[src/fhl_defines.vh]
// Purpose: Shared constants for the fault history logger
// Assumes: Included by bare name from design files
// Notes:   Log depth and field widths default through module parameters; index and action widths are fixed
`ifndef FHL_DEFINES_VH
`define FHL_DEFINES_VH
`define FHL_LOG_DEPTH     10
`define FHL_CODE_W        8
`define FHL_SUB_W         16
`define FHL_DATE_W        16
`define FHL_TIME_W        16
`define FHL_DIAG_N        20
`define FHL_DIAG_W        16
`define FHL_IDX_W         4
`define FHL_CLEAR_KEY     8'hFF
`define FHL_NOFRZ_BIT     4
`define FHL_ACT_W         8
`define FHL_ST_RUN        1'b0
`define FHL_ST_TRIP       1'b1
`endif

[src/fhl_slot.v]
// Purpose: One log slot: code, sub-code and timestamp held as one word
// Assumes: Shift and clear come from the logger control
// Notes:   Clear wins over shift; both come from one controller cycle
`timescale 1ns/1ps
`include "fhl_defines.vh"
module fhl_slot #(
	parameter W = 56
) (
	input  wire         clk,
	input  wire         rst,
	input  wire         shift,
	input  wire         clear,
	input  wire [W-1:0] din,
	output wire [W-1:0] dout
);
	reg [W-1:0] slot_q;
	assign dout = slot_q;
	always @(posedge clk or posedge rst) begin
		if (rst) begin
			slot_q <= {W{1'b0}};
		end else if (clear) begin
			slot_q <= {W{1'b0}};
		end else if (shift) begin
			slot_q <= din;
		end
	end
endmodule

[src/fhl_top.v]
// Purpose: Fault history logger with diagnostic freeze and output disable
// Assumes: All inputs synchronous to clk; one fault event per fault_valid pulse
// Notes:   Read data registered, so it appears one cycle after rd_en
`timescale 1ns/1ps
`include "fhl_defines.vh"
module fhl_top #(
	parameter DEPTH  = `FHL_LOG_DEPTH,
	parameter CODE_W = `FHL_CODE_W,
	parameter SUB_W  = `FHL_SUB_W,
	parameter DATE_W = `FHL_DATE_W,
	parameter TIME_W = `FHL_TIME_W,
	parameter DIAG_N = `FHL_DIAG_N,
	parameter DIAG_W = `FHL_DIAG_W
) (
	input  wire                     clk,
	input  wire                     rst,
	input  wire                     fault_valid,
	input  wire [CODE_W-1:0]        fault_code,
	input  wire                     fault_has_sub,
	input  wire [SUB_W-1:0]         fault_sub,
	input  wire [DATE_W-1:0]        cur_date,
	input  wire [TIME_W-1:0]        cur_time,
	input  wire                     fault_reset,
	input  wire [`FHL_ACT_W-1:0]    fault_action,
	input  wire                     clr_wr,
	input  wire                     clr_from_serial,
	input  wire [CODE_W-1:0]        clr_data,
	input  wire                     rd_en,
	input  wire [`FHL_IDX_W-1:0]    rd_idx,
	input  wire [DIAG_N*DIAG_W-1:0] diag_live,
	output reg                      rd_valid,
	output reg  [CODE_W-1:0]        rd_code,
	output reg  [SUB_W-1:0]         rd_sub,
	output reg  [DATE_W-1:0]        rd_date,
	output reg  [TIME_W-1:0]        rd_time,
	output reg                      pwr_enable,
	output reg                      fault_active,
	output reg  [DIAG_N*DIAG_W-1:0] diag_out
);
	localparam ENT_W     = CODE_W + SUB_W + DATE_W + TIME_W;
	localparam DATE_LSB  = TIME_W;
	localparam SUB_LSB   = DATE_LSB + DATE_W;
	localparam CODE_LSB  = SUB_LSB + SUB_W;
	localparam DIAG_BITS = DIAG_N * DIAG_W;

	localparam ST_RUN    = `FHL_ST_RUN;
	localparam ST_TRIP   = `FHL_ST_TRIP;

	reg                        state_q;
	reg                        state_d;

	wire                       clr_src_ok;
	wire                       clr_key_ok;
	wire                       log_clear;

	wire [SUB_W-1:0]           sub_val;
	wire [ENT_W-1:0]           new_entry;
	wire [ENT_W*(DEPTH+1)-1:0] chain;
	wire [ENT_W-1:0]           slot_word [0:DEPTH-1];
	reg  [ENT_W-1:0]           sel_entry;
	wire [CODE_W-1:0]          sel_code;
	wire [SUB_W-1:0]           sel_sub;
	wire [DATE_W-1:0]          sel_date;
	wire [TIME_W-1:0]          sel_time;

	wire                       trip_exit;
	wire                       freeze_off;
	wire                       diag_track;
	wire [DIAG_BITS-1:0]       diag_d;

	integer                    k;

	// Key only honoured on the serial path; local writers cannot wipe the log
	assign clr_src_ok = clr_wr && clr_from_serial;
	assign clr_key_ok = (clr_data == `FHL_CLEAR_KEY);
	assign log_clear  = clr_src_ok && clr_key_ok;

	assign sub_val = fault_has_sub ? fault_sub : {SUB_W{1'b0}};

	// All four fields packed into one word so they can never disagree
	assign new_entry = {fault_code, sub_val, cur_date, cur_time};

	// Chain tap 0 feeds slot zero; tap g+1 is the output of slot g
	assign chain[ENT_W-1:0] = new_entry;

	genvar g;
	generate
		for (g = 0; g < DEPTH; g = g + 1) begin : g_slot
			fhl_slot #(
				.W(ENT_W)
			) u_slot (
				.clk  (clk),
				.rst  (rst),
				.shift(fault_valid),
				.clear(log_clear),
				.din  (chain[ENT_W*(g+1)-1:ENT_W*g]),
				.dout (chain[ENT_W*(g+2)-1:ENT_W*(g+1)])
			);

			assign slot_word[g] = chain[ENT_W*(g+2)-1:ENT_W*(g+1)];
		end
	endgenerate

	// Indices at or past the depth match no slot and read back as an empty entry
	always @* begin
		sel_entry = {ENT_W{1'b0}};
		for (k = 0; k < DEPTH; k = k + 1) begin
			if (rd_idx == k) begin
				sel_entry = slot_word[k];
			end
		end
	end

	assign sel_code = sel_entry[CODE_LSB +: CODE_W];
	assign sel_sub  = sel_entry[SUB_LSB +: SUB_W];
	assign sel_date = sel_entry[DATE_LSB +: DATE_W];
	assign sel_time = sel_entry[TIME_W-1:0];

	// Answer strobe follows every request by one cycle, whatever the index
	always @(posedge clk or posedge rst) begin
		if (rst) begin
			rd_valid <= 1'b0;
		end else begin
			rd_valid <= rd_en;
		end
	end

	// Read sees the log as it stood before a same-cycle shift
	always @(posedge clk or posedge rst) begin
		if (rst) begin
			rd_code <= {CODE_W{1'b0}};
			rd_sub  <= {SUB_W{1'b0}};
			rd_date <= {DATE_W{1'b0}};
			rd_time <= {TIME_W{1'b0}};
		end else if (rd_en) begin
			rd_code <= sel_code;
			rd_sub  <= sel_sub;
			rd_date <= sel_date;
			rd_time <= sel_time;
		end
	end

	// A fault in the same cycle as a reset request keeps the trip
	assign trip_exit = fault_reset && !fault_valid;

	always @* begin
		state_d = state_q;
		case (state_q)
			ST_RUN: begin
				if (fault_valid) begin
					state_d = ST_TRIP;
				end
			end
			ST_TRIP: begin
				if (trip_exit) begin
					state_d = ST_RUN;
				end
			end
			default: begin
				state_d = ST_RUN;
			end
		endcase
	end

	always @(posedge clk or posedge rst) begin
		if (rst) begin
			state_q <= ST_RUN;
		end else begin
			state_q <= state_d;
		end
	end

	always @(posedge clk or posedge rst) begin
		if (rst) begin
			fault_active <= 1'b0;
		end else begin
			fault_active <= (state_d == ST_TRIP);
		end
	end

	// Cut from the incoming event, not the state, so no cycle is lost
	always @(posedge clk or posedge rst) begin
		if (rst) begin
			pwr_enable <= 1'b0;
		end else begin
			pwr_enable <= (state_d == ST_RUN) && !fault_valid;
		end
	end

	assign freeze_off = fault_action[`FHL_NOFRZ_BIT];

	// Tracking stops on the fault cycle itself, so the snapshot predates the trip
	assign diag_track = ((state_q == ST_RUN) && !fault_valid) || freeze_off;

	// Each channel either follows its live value or recirculates the held one
	genvar d;
	generate
		for (d = 0; d < DIAG_N; d = d + 1) begin : g_diag
			assign diag_d[d*DIAG_W +: DIAG_W] = diag_track ?
				diag_live[d*DIAG_W +: DIAG_W] : diag_out[d*DIAG_W +: DIAG_W];
		end
	endgenerate

	always @(posedge clk or posedge rst) begin
		if (rst) begin
			diag_out <= {DIAG_BITS{1'b0}};
		end else begin
			diag_out <= diag_d;
		end
	end
endmodule
[config.mk]
export PLATFORM = sky130hd
export DESIGN_NAME = fhl_top
export DESIGN_NICKNAME = d
export VERILOG_FILES = /design/src/fhl_slot.v /design/src/fhl_top.v
export VERILOG_INCLUDE_DIRS = /design/src
export SDC_FILE = /design/constraint.sdc
export NUM_CORES = 2
export LEC_CHECK = 0
export BUFFER_PORTS_ARGS = -buffer_cell sky130_fd_sc_hd__buf_2
export CORE_ASPECT_RATIO = 1.5
export CORE_MARGIN = 4
export CORE_UTILIZATION = 45
export CTS_BUF_LIST = sky130_fd_sc_hd__clkbuf_8
export DETAILED_ROUTE_END_ITERATION = 8
export GPL_ROUTABILITY_DRIVEN = 1
export PLACE_DENSITY = 0.67
export SLEW_MARGIN = 15
export SYNTH_ARGS = -nofsm -noshare
export SYNTH_HDL_FRONTEND = slang
export SYNTH_SLANG_ARGS = --single-unit
[constraint.sdc]
create_clock -name clk -period 33.2 [get_ports clk]
set_clock_uncertainty 0.1 [all_clocks]
set_input_delay 1.66 -clock clk [delete_from_list [all_inputs] [get_ports clk]]
set_output_delay 1.66 -clock clk [all_outputs]
set_load 0.01 [all_outputs]
==> summary.md <==
| Metric | Value |
|---|---|
| Antenna violations before repair | `63` |
| CTS tree | `done` |
| Hold Buf Count CTS | `0` |
| Vias in the first global route | `30724` |
| Max H-tree Level | `4` |
| Cell area after layout | `49000 um^2` |
| Maximum VDD drop | `39.8 uV` |
| Type of origin of the critical path | `input port` |
| Starting DRT DRC Count | `2480` |
| Synthesized flop and latch total | `939` |
| Crit-path max FO | `160` |
| Count of cell types in the netlist | `50` |
| Largest net degree at the start of global routing | `238` |
| Family with the most delay on the worst path | `buffers and inverters` |
| Worst-skew pair later-pin latency | `0.83 ns` |
| GRT Total Usage | `31.3%` |
| RSZ-0062 raised after global routing | `false` |
| Starting Density | `45.3%` |
| Wire length per cell | `28.3 um` |
| Port bufs | `775` |
| DRT antenna net count | `0` |
| Crit path time final | `5.02 ns` |
| Commonest non-fill, non-tap cell in the layout | `dfrtp_1` |
| Die Ht | `380 um` |
| Multi-input gate area | `16800 um^2` |
| Vias | `30875` |
| Worst hold start | `diag_out[260]` |
| Leak Pwr | `24.4 nW` |
| Pwr Density | `64.2 nW/um^2` |
| Root Driver | `clkbuf_8` |
| TritonCTS Buffers | `150` |
| Synth top area cells | `dfrtp_1, mux2i_1, mux2_2` |
| Leading area contributor after synthesis | `dfrtp_1` |
| Clock sink count | `939` |
| CP bufs+invs | `4` |
| Area growth syn-to-layout | `18.0%` |
| WHS Path Cells | `1` |
| Leading cell types in the layout, fill and taps excluded | `dfrtp_1, buf_2, mux2i_1` |
| Cells after synthesis | `3469` |
| Final worst path period share | `15.1%` |
| Fmax | `199 MHz` |
| Max cap viols | `0` |
| Fin. max-slew vios | `0` |
| CTS resizes | `0` |
| Seq/Total Area, Yosys | `56.6%` |
| Hold crit path type | `flip-flop to flip-flop` |
| DRT Pass-1 Iters | `6` |
| Peak per-stage delay on the critical path | `0.91 ns` |
| Setup TNS | `0 ns` |
| Hold Path End | `diag_out[260]` |
| Post-Route WL | `155 mm` |
| Post-synth EDFFs | `0` |
| Final setup vio count | `0` |
| Mean Syn Cell Area | `12.0 um^2` |
| Top Ports | `783` |
| Critical Path RT | `33.82 ns` |
| R2R Path Start | `fault_active` |
| GR Overflow Total | `0` |
| Top cell by count, worst path | `buf_4` |
| CTS clk-pin slew, worst paths | `0.06 ns` |
| Max Buffers Root-to-Sink | `3` |
| FF+latch area | `23500 um^2` |
| CP Depth | `6` |
| First-pass GRT wire length | `223 mm` |
| Synthesized cell area | `41500 um^2` |
| Final Hold Vio Count | `0` |
| Top cell type's share of synthesized area | `56.6%` |
| Reg-to-reg setup timing slack | `29.03 ns` |
| Width of the die | `256 um` |
| Layout fillers | `8297` |
| Status | `completed` |
| Row count | `136` |
| Reg-to-reg endpoint | `diag_out[176]` |
| R2R depth | `5` |
| Slew Limit Headroom | `20.7%` |
| CP endpoint kind | `flip-flop` |
| Layout cells sized above 1 | `31.6%` |
| Critical-path cell list | `buf_8 -> o21bai_4 -> buf_12 -> buf_4 -> buf_4 -> mux2_2` |
| Syn_nets | `3873` |
| RePlAce Congestion | `1.11` |
| Min setup slack post-route | `28.18 ns` |
| Post-CTS setup buffer count | `0` |
| Worst Path Arrival | `5.63 ns` |
| Worst Tran Pin Value | `1.19 ns` |
| WS Path Type | `input port to flip-flop` |
| Slowest cell on the critical path | `buf_4` |
| Post-synth ARST share | `100%` |
| Post-DP Area | `46100 um^2` |
| Synth warnings | `0` |
| Primary FF master, synth | `dfrtp_1` |
| DRC violations left | `0` |
| Fin nets | `4572` |
| DP Wirelength | `113 mm` |
| Core ar. | `91500 um^2` |
| Via density | `5.65` |
| Die area | `97300 um^2` |
| Dpl ws | `27.26 ns` |
[cell families after synthesis]
family                 Yosys count  synth area share (%)
AND/OR/NAND/NOR                815                  7.98
multiplexers                  1006                  25.2
flip-flops                     939                  56.6
buffers and inverters          278                  2.97
AO/OA/AOI/OAI                  431                  7.22
[registers in the layout, summed over array words and instances, names as in the netlist]
register,flops
rd_valid,1
diag_out,320
rd_code,8
rd_sub,16
rd_time,16
pwr_enable,1
fault_active,1
g_slot.u_slot.dout,560
rd_date,16
[cells in the mapped netlist (13+ instances only)]
cell	n
a21oi_1	101
a221oi_1	13
a31oi_1	33
and3_1	30
buf_2	126
clkbuf_1	127
dfrtp_1	939
mux2_2	323
mux2i_1	683
nand2_1	52
nand2b_1	22
nand3_1	18
nor2_1	657
nor2b_1	20
o21a_1	78
o21ai_0	20
o22a_1	45
o22ai_1	43
o311ai_0	16
o311ai_1	18
[worst register-to-register path, delay by kind of cell (launching register included)]
kind / cells / cell delay, ns
buffers and inverters: 3 / 2.44
AOI/OAI and AO/OA: 1 / 0.63
muxes: 1 / 0.49
DFF: 1 / 0.41
[worst max path at each step]
stage	startpoint	end	slack, ns
after floorplan	rst	diag_out[0]	5.03
after global placement	fault_valid	diag_out[193]	27.24
after detailed placement	fault_valid	diag_out[176]	27.26
after CTS	fault_valid	diag_out[176]	28.20
after global routing	fault_valid	diag_out[185]	28.02
final	fault_valid	diag_out[176]	28.18
[power by group]
group          internal [mW]  switching (mW)
clock network          0.497           0.463
logic                  0.265           0.340
registers               1.39           0.189
[metal layers]
layer / vias up / track usage [%] / part of all wire [%] / wire (um)
met5: - / 0 / 0.19 / 298
met4: 46 / 11.8 / 4.5 / 6960
met3: 306 / 10.2 / 8.2 / 12600
met2: 1095 / 49.6 / 46 / 71800
met1: 15809 / 40.2 / 41 / 62900
li1: 13619 / - / - / -
[metrics by stage]
stage | cells | utilization [%] | power, mW | hold slack [ns]
3_3_place_gp | 5189 | 50.4 | 2.18 | 0.385
3_5_place_dp | 5189 | 50.4 | 2.21 | 0.390
2_1_floorplan | 3469 | - | 1.94 | 0.378
6_report | 5464 | 53.5 | 3.15 | 0.400
5_1_grt | 5454 | 53.5 | 3.31 | 0.409
4_1_cts | 5445 | 53.5 | 3.17 | 0.403
[layout make-up]
class | count | share of cell area [%]
flip-flops and latches | 939 | 48.0
diodes | 19 | 0.0970
inverters | 7 | 0.0715
clock buffers | 174 | 4.89
repair buffers | 818 | 8.75
well taps | 1173 | 3.00
multi-input cells | 2252 | 34.4
clock inverters | 82 | 0.889
(Power assumes the default switching activity.)
